==> config.mk <==
export PLATFORM = sky130hd
export DESIGN_NAME = pdsi_regs
export DESIGN_NICKNAME = d
export VERILOG_FILES = /design/src/hw/pdsi_pkg.sv /design/src/hw/pdsi_sticky_flags.sv /design/src/hw/pdsi_err_counter.sv /design/src/hw/pdsi_regs.sv
export SDC_FILE = /design/constraint.sdc
export NUM_CORES = 1
export LEC_CHECK = 0
export BUFFER_PORTS_ARGS = -buffer_cell sky130_fd_sc_hd__buf_2
export CAP_MARGIN = 20
export CORE_MARGIN = 2
export CORE_UTILIZATION = 51
export DETAILED_ROUTE_END_ITERATION = 12
export GPL_ROUTABILITY_DRIVEN = 0
export PLACE_DENSITY = 0.89
export SYNTH_ARGS = -nofsm -noshare
export SYNTH_HDL_FRONTEND = slang
export SYNTH_SLANG_ARGS = --single-unit
==> constraint.sdc <==
create_clock -name clk_i -period 2.2 [get_ports clk_i]
set_input_delay 0.11 -clock clk_i [delete_from_list [all_inputs] [get_ports clk_i]]
set_output_delay 0.11 -clock clk_i [all_outputs]
set_load 0.02 [all_outputs]
==> src/hw/pdsi_pkg.sv <==
// Package: constants, types and register map of the PHY diagnostic/status/interrupt bank
//
// Behaviour
// - Writing one to the diagnostic start bit launches a cable test, and the bit clears itself when the test ends.
// - The start bit reads one while a test runs and zero after it, when status and result are valid.
// - Writing zero to the start bit stops a running cable test instead of launching one.
// - A two-bit read/write pair select (00 A, 01 B, 10 C, 11 D) picks the tested pair and resets to 00.
// - A read-only two-bit status gives 00 no fault, 01 open, 10 short, 11 test failed, reset 00.
// - A read-only eight-bit result holds the distance to an open or short fault and resets to zero.
// - Link status bit 1 reads one while the gigabit link is up and zero while it is down.
// - Link status bit 0 reads one while the 100 Mb/s link is up and zero while it is down.
// - A sixteen-bit counter counts received frames with symbol errors, clears on read, resets to zero.
// - Eight read/write enables in bits 15..8 gate the interrupt sources and reset to zero.
// - Flags 7, 6 and 5 catch jabber, receive error and page received, clear on read, reset to zero.
// - Flags 4 and 3 catch parallel detect fault and partner acknowledge, clear on read, reset zero.
// - Flags 2, 1 and 0 catch link down, remote fault and link up, clear on read, reset to zero.
package pdsi_pkg;

  // ==========================================================
  // Timing
  localparam int CLK_FREQ_HZ = 25_000_000;
  localparam int DIAG_TIMEOUT_US = 100;
  // Longest wait rounds down to whole cycles
  localparam int DIAG_TIMEOUT_CYC = DIAG_TIMEOUT_US * (CLK_FREQ_HZ / 1_000_000);

  // ==========================================================
  // Register indices, byte address is four times the index
  localparam logic [5:0] IDX_DIAG = 6'h12;
  localparam logic [5:0] IDX_LINK = 6'h13;
  localparam logic [5:0] IDX_SYMERR = 6'h15;
  localparam logic [5:0] IDX_INTR = 6'h1b;
  localparam logic [5:0] IDX_CORE_STAT = 6'h30;
  localparam logic [5:0] IDX_CORE_MASK = 6'h31;

  // ==========================================================
  // Field positions and reset values
  localparam int DIAG_START_BIT = 15;
  localparam int DIAG_RSV14_BIT = 14;
  localparam int DIAG_PAIR_LSB = 12;
  localparam int DIAG_RSV_LSB = 10;
  localparam int DIAG_STAT_LSB = 8;
  localparam logic [1:0] DIAG_PAIR_RST = 2'h0;
  localparam logic [1:0] DIAG_RSV_RST = 2'h0;
  localparam logic [1:0] DIAG_STAT_RST = 2'h0;
  localparam logic [1:0] DIAG_STAT_FAILED = 2'h3;
  localparam logic [7:0] DIAG_RES_RST = 8'h00;
  localparam logic [7:0] INTR_EN_RST = 8'h00;
  localparam int INTR_EN_LSB = 8;
  localparam int INTR_FLAG_W = 8;
  localparam int ADR_IDX_LSB = 2;
  localparam int ADR_IDX_W = 6;
  localparam int CORE_EV_DIAG_DONE = 0;
  localparam int CORE_EV_CNT_WRAP = 1;
  localparam int CORE_EV_W = 2;
  localparam logic [CORE_EV_W-1:0] CORE_MASK_RST = 2'h0;

  // ==========================================================
  // Types
  typedef enum logic [0:0] {
    PDSI_ST_IDLE = 1'b0,
    PDSI_ST_RUN = 1'b1
  } pdsi_diag_st_t;

  // Outcome reported by the cable measurement front end
  typedef struct packed {
    logic [1:0] status;
    logic [7:0] distance;
  } pdsi_diag_res_t;

  // Event order matches flag bits 7..0
  typedef struct packed {
    logic jabber;
    logic rx_error;
    logic page_rcvd;
    logic pd_fault;
    logic lp_ack;
    logic link_down;
    logic remote_fault;
    logic link_up;
  } pdsi_evt_t;

endpackage : pdsi_pkg

==> src/hw/pdsi_sticky_flags.sv <==
// Sticky flag bank: a set pulse holds a flag until a clear, set wins over clear
`timescale 1ns/10ps
module pdsi_sticky_flags #(
  parameter int W = 8
) (
  // Clock and reset
  input wire logic clk_i,
  input wire logic rst_i,
  // Set and clear per flag
  input wire logic [W-1:0] set_i,
  input wire logic [W-1:0] clr_i,
  // Flag state
  output logic [W-1:0] flags_o
);

  logic [W-1:0] flags_ff;

  // ==========================================================
  // One flop per flag
  for (genvar i = 0; i < W; i++) begin : g_flag
    always_ff @(posedge clk_i) begin
      if (rst_i) begin
        flags_ff[i] <= 1'b0;
      end else if (set_i[i]) begin
        // Event beside a clear must not be lost
        flags_ff[i] <= 1'b1;
      end else if (clr_i[i]) begin
        flags_ff[i] <= 1'b0;
      end
    end
  end

  assign flags_o = flags_ff;

endmodule : pdsi_sticky_flags

==> src/hw/pdsi_err_counter.sv <==
// Clear-on-read event counter with wrap pulse
`timescale 1ns/10ps
module pdsi_err_counter #(
  parameter int W = 16
) (
  // Clock and reset
  input wire logic clk_i,
  input wire logic rst_i,
  // Count and clear
  input wire logic inc_i,
  input wire logic clr_i,
  // State
  output logic [W-1:0] count_o,
  output logic wrap_o
);

  logic [W-1:0] cnt_ff;
  logic [W-1:0] nxt_cnt;

  // ==========================================================
  // Increment in the clearing cycle survives as a count of one
  assign nxt_cnt = clr_i ? W'(inc_i) : cnt_ff + W'(inc_i);
  assign wrap_o = inc_i & ~clr_i & (&cnt_ff);

  always_ff @(posedge clk_i) begin
    if (rst_i) begin
      cnt_ff <= '0;
    end else begin
      cnt_ff <= nxt_cnt;
    end
  end

  assign count_o = cnt_ff;

endmodule : pdsi_err_counter

==> src/hw/pdsi_regs.sv <==
// Per-port PHY cable diagnostic, link status, error count and interrupt register bank
//
// The Wishbone register port was left to the implementer.
`timescale 1ns/10ps
module pdsi_regs
  import pdsi_pkg::*;
#(
  parameter int ADR_W = 8,
  parameter int CNT_W = 16,
  parameter int TIMEOUT_CYC = DIAG_TIMEOUT_CYC
) (
  // Clock and reset
  input wire logic clk_i,
  input wire logic rst_i,
  // Wishbone classic slave
  input wire logic cyc_i,
  input wire logic stb_i,
  input wire logic we_i,
  input wire logic [ADR_W-1:0] adr_i,
  input wire logic [3:0] sel_i,
  input wire logic [31:0] dat_i,
  output logic [31:0] dat_o,
  output logic ack_o,
  // Cable measurement front end
  output logic diag_start_o,
  output logic diag_abort_o,
  output logic [1:0] diag_pair_o,
  input wire logic diag_done_i,
  input wire pdsi_diag_res_t diag_res_i,
  // Link and receive status
  input wire logic link_1000_up_i,
  input wire logic link_100_up_i,
  input wire logic sym_err_frame_i,
  input wire pdsi_evt_t evt_i,
  // Interrupts
  output logic port_irq_o,
  output logic irq_o
);

  // ==========================================================
  // Bus decode
  logic ack_ff;
  logic [31:0] dat_ff;
  logic req;
  logic wr_en;
  logic rd_en;
  logic wr_lo;
  logic wr_hi;
  logic [ADR_IDX_W-1:0] idx;
  logic [15:0] wdat;
  logic hit_diag;
  logic hit_link;
  logic hit_symerr;
  logic hit_intr;
  logic hit_cstat;
  logic hit_cmask;

  // One request per handshake, ack rises the cycle after it
  assign req = cyc_i & stb_i & ~ack_ff;
  assign wr_en = req & we_i;
  assign rd_en = req & ~we_i;
  assign wr_lo = wr_en & sel_i[0];
  assign wr_hi = wr_en & sel_i[1];
  assign idx = adr_i[ADR_IDX_LSB +: ADR_IDX_W];
  // Upper half of the bus word carries no register bits
  assign wdat = dat_i[15:0];
  assign hit_diag = (idx == IDX_DIAG);
  assign hit_link = (idx == IDX_LINK);
  assign hit_symerr = (idx == IDX_SYMERR);
  assign hit_intr = (idx == IDX_INTR);
  assign hit_cstat = (idx == IDX_CORE_STAT);
  assign hit_cmask = (idx == IDX_CORE_MASK);

  // ==========================================================
  // Cable diagnostic control
  pdsi_diag_st_t diag_st_ff;
  pdsi_diag_st_t nxt_diag_st;
  logic [1:0] pair_ff;
  logic rsv14_ff;
  logic [1:0] rsv_ff;
  logic [1:0] dstat_ff;
  logic [7:0] dres_ff;
  // Counter sized from the time-out so a longer wait cannot wrap early
  localparam int TMO_W = (TIMEOUT_CYC > 1) ? $clog2(TIMEOUT_CYC) : 1;
  logic [TMO_W-1:0] tmo_ff;
  logic [TMO_W-1:0] nxt_tmo;
  logic start_ff;
  logic abort_ff;
  logic diag_wr;
  logic diag_go;
  logic diag_stop;
  logic diag_tmo;
  logic diag_fin;
  logic diag_run;
  logic wr_start;
  logic wr_rsv14;
  logic [1:0] wr_pair;
  logic [1:0] wr_rsv;
  logic pair_load;
  logic [1:0] nxt_dstat;
  logic [7:0] nxt_dres;

  assign diag_run = (diag_st_ff == PDSI_ST_RUN);
  assign wr_start = wdat[DIAG_START_BIT];
  assign wr_rsv14 = wdat[DIAG_RSV14_BIT];
  assign wr_pair = wdat[DIAG_PAIR_LSB +: 2];
  assign wr_rsv = wdat[DIAG_RSV_LSB +: 2];
  assign diag_wr = wr_hi & hit_diag;
  assign diag_go = diag_wr & wr_start & ~diag_run;
  assign diag_stop = diag_wr & ~wr_start & diag_run;
  assign diag_tmo = diag_run & (tmo_ff == TMO_W'(TIMEOUT_CYC - 1));
  assign diag_fin = diag_run & ~diag_stop & (diag_done_i | diag_tmo);
  assign pair_load = diag_wr & ~diag_run;
  assign nxt_tmo = diag_run ? tmo_ff + TMO_W'(1) : '0;
  // A silent front end is reported as a failed test
  assign nxt_dstat = diag_done_i ? diag_res_i.status : DIAG_STAT_FAILED;
  assign nxt_dres = diag_done_i ? diag_res_i.distance : DIAG_RES_RST;

  always_comb begin
    nxt_diag_st = diag_st_ff;
    case (diag_st_ff)
      PDSI_ST_IDLE: begin
        if (diag_go) begin
          nxt_diag_st = PDSI_ST_RUN;
        end
      end
      PDSI_ST_RUN: begin
        // Self clear on completion, or on a written zero
        if (diag_stop || diag_fin) begin
          nxt_diag_st = PDSI_ST_IDLE;
        end
      end
      default: begin
        nxt_diag_st = PDSI_ST_IDLE;
      end
    endcase
  end

  always_ff @(posedge clk_i) begin
    if (rst_i) begin
      diag_st_ff <= PDSI_ST_IDLE;
    end else begin
      diag_st_ff <= nxt_diag_st;
    end
  end

  // Pulses to the front end, one cycle after the write is taken
  always_ff @(posedge clk_i) begin
    if (rst_i) begin
      start_ff <= 1'b0;
      abort_ff <= 1'b0;
    end else begin
      start_ff <= diag_go;
      abort_ff <= diag_stop;
    end
  end

  // Time-out counter runs only while a test is in progress
  always_ff @(posedge clk_i) begin
    if (rst_i) begin
      tmo_ff <= '0;
    end else begin
      tmo_ff <= nxt_tmo;
    end
  end

  // Pair is frozen while a test runs so the front end sees one pair
  always_ff @(posedge clk_i) begin
    if (rst_i) begin
      pair_ff <= DIAG_PAIR_RST;
    end else if (pair_load) begin
      pair_ff <= wr_pair;
    end
  end

  // Reserved bits read back what was last written while no test was running
  always_ff @(posedge clk_i) begin
    if (rst_i) begin
      rsv14_ff <= 1'b0;
      rsv_ff <= DIAG_RSV_RST;
    end else if (pair_load) begin
      rsv14_ff <= wr_rsv14;
      rsv_ff <= wr_rsv;
    end
  end

  // Status and result stay put until a test completes or times out, an abort leaves them
  always_ff @(posedge clk_i) begin
    if (rst_i) begin
      dstat_ff <= DIAG_STAT_RST;
      dres_ff <= DIAG_RES_RST;
    end else if (diag_fin) begin
      dstat_ff <= nxt_dstat;
      dres_ff <= nxt_dres;
    end
  end

  assign diag_start_o = start_ff;
  assign diag_abort_o = abort_ff;
  assign diag_pair_o = pair_ff;

  // ==========================================================
  // Symbol error frame counter
  logic [CNT_W-1:0] symerr_cnt;
  logic symerr_wrap;
  logic symerr_rd;
  logic symerr_inc;

  assign symerr_rd = rd_en & hit_symerr;
  // Frame pulse is taken as already synchronous to the core clock
  assign symerr_inc = sym_err_frame_i;

  pdsi_err_counter #(
    .W(CNT_W)
  ) u_symerr_cnt (
    .clk_i(clk_i),
    .rst_i(rst_i),
    .inc_i(symerr_inc),
    .clr_i(symerr_rd),
    .count_o(symerr_cnt),
    .wrap_o(symerr_wrap)
  );

  // ==========================================================
  // Port interrupt enables and clear-on-read flags
  logic [INTR_FLAG_W-1:0] intr_en_ff;
  logic [INTR_FLAG_W-1:0] intr_flags;
  logic [INTR_FLAG_W-1:0] intr_clr;
  logic [INTR_FLAG_W-1:0] intr_pend;
  logic [INTR_FLAG_W-1:0] wr_intr_en;
  logic intr_rd;
  logic intr_en_load;

  assign intr_rd = rd_en & hit_intr;
  // A read clears every flag at once, an event in that cycle still lands
  assign intr_clr = {INTR_FLAG_W{intr_rd}};
  assign intr_en_load = wr_hi & hit_intr;
  assign wr_intr_en = wdat[INTR_EN_LSB +: INTR_FLAG_W];
  assign intr_pend = intr_flags & intr_en_ff;

  always_ff @(posedge clk_i) begin
    if (rst_i) begin
      intr_en_ff <= INTR_EN_RST;
    end else if (intr_en_load) begin
      intr_en_ff <= wr_intr_en;
    end
  end

  pdsi_sticky_flags #(
    .W(INTR_FLAG_W)
  ) u_intr_flags (
    .clk_i(clk_i),
    .rst_i(rst_i),
    .set_i(evt_i),
    .clr_i(intr_clr),
    .flags_o(intr_flags)
  );

  assign port_irq_o = |intr_pend;

  // ==========================================================
  // Block event status, write one to clear, and mask
  logic [CORE_EV_W-1:0] core_mask_ff;
  logic [CORE_EV_W-1:0] core_stat;
  logic [CORE_EV_W-1:0] core_set;
  logic [CORE_EV_W-1:0] core_clr;
  logic [CORE_EV_W-1:0] core_pend;
  logic core_clr_wr;
  logic core_mask_load;

  // Events raised by the cable test and the counter
  assign core_set[CORE_EV_DIAG_DONE] = diag_fin;
  assign core_set[CORE_EV_CNT_WRAP] = symerr_wrap;
  assign core_clr_wr = wr_lo & hit_cstat;
  assign core_mask_load = wr_lo & hit_cmask;
  // Write one to clear, a new event in the same cycle wins
  assign core_clr = core_clr_wr ? wdat[CORE_EV_W-1:0] : '0;
  assign core_pend = core_stat & core_mask_ff;

  pdsi_sticky_flags #(
    .W(CORE_EV_W)
  ) u_core_stat (
    .clk_i(clk_i),
    .rst_i(rst_i),
    .set_i(core_set),
    .clr_i(core_clr),
    .flags_o(core_stat)
  );

  always_ff @(posedge clk_i) begin
    if (rst_i) begin
      core_mask_ff <= CORE_MASK_RST;
    end else if (core_mask_load) begin
      core_mask_ff <= wdat[CORE_EV_W-1:0];
    end
  end

  assign irq_o = |core_pend;

  // ==========================================================
  // Read data selection
  logic [15:0] rd_diag;
  logic [15:0] rd_link;
  logic [1:0] link_now;
  logic [15:0] rd_symerr;
  logic [15:0] rd_intr;
  logic [15:0] rd_cstat;
  logic [15:0] rd_cmask;
  logic [15:0] rd_word;

  assign rd_diag = {diag_st_ff == PDSI_ST_RUN, rsv14_ff, pair_ff, rsv_ff, dstat_ff, dres_ff};
  assign link_now = {link_1000_up_i, link_100_up_i};
  assign rd_link = {14'h0000, link_now};
  assign rd_symerr = 16'(symerr_cnt);
  assign rd_intr = {intr_en_ff, intr_flags};
  assign rd_cstat = 16'(core_stat);
  assign rd_cmask = 16'(core_mask_ff);
  // Unmapped indices answer with zero
  assign rd_word = hit_diag ? rd_diag :
                   hit_link ? rd_link :
                   hit_symerr ? rd_symerr :
                   hit_intr ? rd_intr :
                   hit_cstat ? rd_cstat :
                   hit_cmask ? rd_cmask : 16'h0000;

  logic [31:0] nxt_dat;

  assign nxt_dat = {16'h0000, rd_word};

  // Ack is a one-cycle pulse, the decode above refuses a second take
  always_ff @(posedge clk_i) begin
    if (rst_i) begin
      ack_ff <= 1'b0;
    end else begin
      ack_ff <= req;
    end
  end

  // Value before any clear-on-read side effect is returned
  always_ff @(posedge clk_i) begin
    if (rst_i) begin
      dat_ff <= 32'h0000_0000;
    end else if (rd_en) begin
      dat_ff <= nxt_dat;
    end
  end

  assign ack_o = ack_ff;
  assign dat_o = dat_ff;

endmodule : pdsi_regs

==> run_results.csv <==
group,metric,value,unit
clocking,cts_sinks,83,
placement,place_ws,0.3384,ns
worst_setup_path,path_cells,"ha_1, nor4b_1, and3_1, o21ai_0, nor2b_1, buf_4, o221a_2",
final_layout,area_growth,19.43,%
logic_synthesis,synth_edf_count,0,
clocking,cts_tree,"built",
worst_setup_path,cp_slowest_cell,"dfxtp_1",
worst_setup_path,r2r-start,"tmo_ff[0]",
routing,wl,8941,µm
logic_synthesis,syn_inst,406,
global_routing,grt_pass1_wl,14440,µm
logic_synthesis,synth_compound_area_share,15.66,%
status,status,"complete, no violations",
logic_synthesis,synth_area_leaders,"dfxtp_1 (45%), a22oi_1 (6.6%), nor2_1 (6.1%), mux2i_1 (4.7%), buf_4 (3.9%)",
worst_setup_path,critPathLaunch,"tmo_ff[0]",
logic_synthesis,synth_xor_area_share,5.506,%
worst_setup_path,cp.arrival,2.24,ns
logic_synthesis,synthTopCellsByCount,"dfxtp_1 (83), nor2_1 (59), a22oi_1 (32), nand2_1 (30), buf_4 (19)",
logic_synthesis,ys.flop_type,"dfxtp_1",
worst_setup_path,worstSetupStartpointType,"register",
placement,port_buffers,67,
clocking,cts.path.max_buffers,2,
global_routing,grt_pass1_vias,3092,
clocking,path_clk_slew,0.08,ns
timing,period_share,88.10,%
logic_synthesis,synth_seq_area_share,45.42,%
routing,routed-via-count,3308,
final_layout,multiInputGateArea,1787,µm²
routing,drtAntennaViolNets,0,
final_layout,design_area,4369,µm²
logic_synthesis,avgSynthCellArea,9.011,µm²
job,drv_cap,0,
pwr,p_switching,653.5,µW
pwr,p_per_area,647.4,nW/µm²
placement,dpl_cell_area,4035,µm²
logic_synthesis,synth.area.mux_share,4.651,%
floorplanning,ios,110,
clocking,cts-root-buf,"clkbuf_8",
floorplanning,die_w,88.70,µm
worst_hold_path,worst_hold_startpoint,"dat_i[1]",
logic_synthesis,yosys_warnings,0,
pwr,swShare,23.10,%
timing,slew_violations,0,
logic_synthesis,synth.distinct_cells,46,
logic_synthesis,netlist_area,3659,µm²
timing,max_slew_margin,53.98,%
routing,dr.first_iter.drc_count,286,
pwr,clockPowerShare,39.3,%
routing,viasPerCell,5.607,
floorplanning,floorplan.initialDensity,53.26,%
timing,fmax,0.5159,GHz
timing,finalClockSkew,0.004265,ns
pwr,p_leak,0.001750,µW
clocking,cts_buffers,9,
timing,min_period,1.938,ns
clocking,htreeDepth,3,
final_layout,final-seq-area,1662,µm²
logic_synthesis,synthDominantCellAreaShare,45.42,%
clocking,clock_latency,0.35,ns
pwr,combPwrFrac,6.4,%
worst_hold_path,hold_path.class,"input pin to register",
timing,finalHoldViolations,0,
final_layout,drive_gt1_share,20.24,%
worst_setup_path,worstPathMaxFanout,8,
floorplanning,num_rows,30,
logic_synthesis,synthSimpleGateAreaFrac,20.35,%
worst_setup_path,crit_type,"register to register",
timing,layout_setup_ws,0.2617,ns
global_routing,grt_max_degree,23,
pwr,p_int,2175,µW
routing,drt_pass1_iterations,5,
timing,worst_slew_pin_slew,0.6885,ns
placement,hpwlAfterDp,6547,µm
final_layout,nFillCells,546,
routing,drc,0,
pwr,power.total,2829,µW
clocking,cts_setup_buffers,0,
routing,wire_per_inst,15.15,µm
logic_synthesis,synth.largest_area_cell,"dfxtp_1",
global_routing,grt_use_total,24.03,%
final_layout,diodes,0,
timing,rsz0062_at_grt,"false",
global_routing,antenna_found_initial,0,
pwr,ir_drop,0.2738,mV
worst_setup_path,cp_top_family,"simple AND/OR/NAND/NOR gates",
floorplanning,coreArea,6869,µm²
floorplanning,fp.dieH,88.70,µm
global_routing,grt_overflow,0,
pwr,seqPwrFrac,54.3,%
logic_synthesis,synth_fa_ha_area_share,1.026,%
final_layout,fin_nets,563,
final_layout,stdcell_count,590,
worst_setup_path,end_kind,"register",
logic_synthesis,yosysMostFrequentCell,"dfxtp_1",
worst_setup_path,path_buf_inv,1,
worst_setup_path,cp.required,2.50,ns
logic_synthesis,async_flop_share,0,%
worst_setup_path,slowest_delay,0.38,ns
placement,dp_cells,561,
timing,setup-tns-final,0,ns
logic_synthesis,ys_seq_elements,83,
logic_synthesis,synth_top_family_by_area,"simple AND/OR/NAND/NOR gates",
timing,setup_viol,0,
floorplanning,dieArea,7867,µm²
==> through the flow <==
step / hold slack [ns] / utilization (%)
final: 0.01163 / 63.61
after global routing: 0.01081 / 63.61
after CTS: 0.003891 / 63.46
after detailed placement: 0.3250 / 58.74
after global placement: 0.3140 / 58.74
after floorplan: 0.2274 / -
==> layout make-up <==
class	instances	area share, %
multi-input cells	291	40.89
clock inverters	4	1.117
inverters	13	1.117
flip-flops and latches	83	38.03
repair buffers	91	12.54
well taps	96	2.749
clock buffers	12	3.551
==> per-layer routing <==
layer | GRT usage, % | share of wire, % | wire, µm | up-vias
met2 | 39.01 | 48 | 4281 | 163
met3 | 5.131 | 6.9 | 614 | 38
met1 | 29.75 | 42 | 3722 | 1530
li1 | - | - | - | 1577
met4 | 12.95 | 3.6 | 323 | 0
met5 | 0 | 0 | 0 | -
==> cell usage in the layout, fill, tap and decap left out, types with 2 or more instances in the layout <==
cell type	n
o221a_2	2
inv_1	13
dfxtp_1	83
o21ai_0	16
clkbuf_8	11
nor3_1	6
buf_2	67
ha_1	3
nor2_1	59
nor2b_1	2
and3b_1	3
a31oi_1	2
nand3_1	14
nand4_1	10
clkinv_2	2
buf_4	11
mux2i_1	17
and3_1	5
or3_1	2
xnor2_1	7
nand2b_1	4
nand3b_1	2
o32ai_1	8
xor2_1	16
a22oi_1	32
nor4b_1	2
a211o_1	2
o211ai_1	2
conb_1	16
a21o_1	2
dlygate4sd3_1	13
nand2_1	30
a21oi_1	13
==> cells by family after synthesis <==
| kind of cell | Yosys count |
|---|---|
| buf+inv | 47 |
| fa+ha+maj | 3 |
| xor+xnor | 23 |
| flops | 83 |
| compound gates | 83 |
| simple gates | 149 |
| mux | 17 |
| other cells | 1 |
==> flip-flops by register name, indices dropped and copies added, names as in the netlist, 2 cells and up <==
name,cells
diag_pair_o,2
core_mask_ff,2
tmo_ff,12
dat_o,16
u_core_stat.flags_o,2
dres_ff,8
dstat_ff,2
intr_en_ff,8
u_intr_flags.flags_o,8
u_symerr_cnt.count_o,16
rsv_ff,2
==> worst min-delay path, stage by stage <==
cell and delay (ns):
buf_2 0.09, mux2i_1 0.06, nor2_1 0.07
==> power by group through the flow <==
stage / combinational [µW] / sequential (µW) / clock (µW)
2_1_floorplan: 112 / 1560 / 0
3_5_place_dp: 160 / 1570 / 0
3_3_place_gp: 156 / 1570 / 0
6_report: 181 / 1540 / 1110
5_1_grt: 199 / 1540 / 1200
4_1_cts: 177 / 1530 / 1130
==> path summary, 6_finish.rpt <==
path	end	slack, ns	depth (start not counted)
worst min-delay path	core_mask_ff[1]	0.01	3
worst min register to register	tmo_ff[0]	0.48	1
worst max-delay path	dstat_ff[1]	0.26	7
worst max register to register	dstat_ff[1]	0.26	7
==> repair_timing <==
action,in CTS,in global routing
resized for setup,0,0
endpoints found under the hold margin,12,1
hold buffers,12,1
Power figures use the tool's default switching activity.
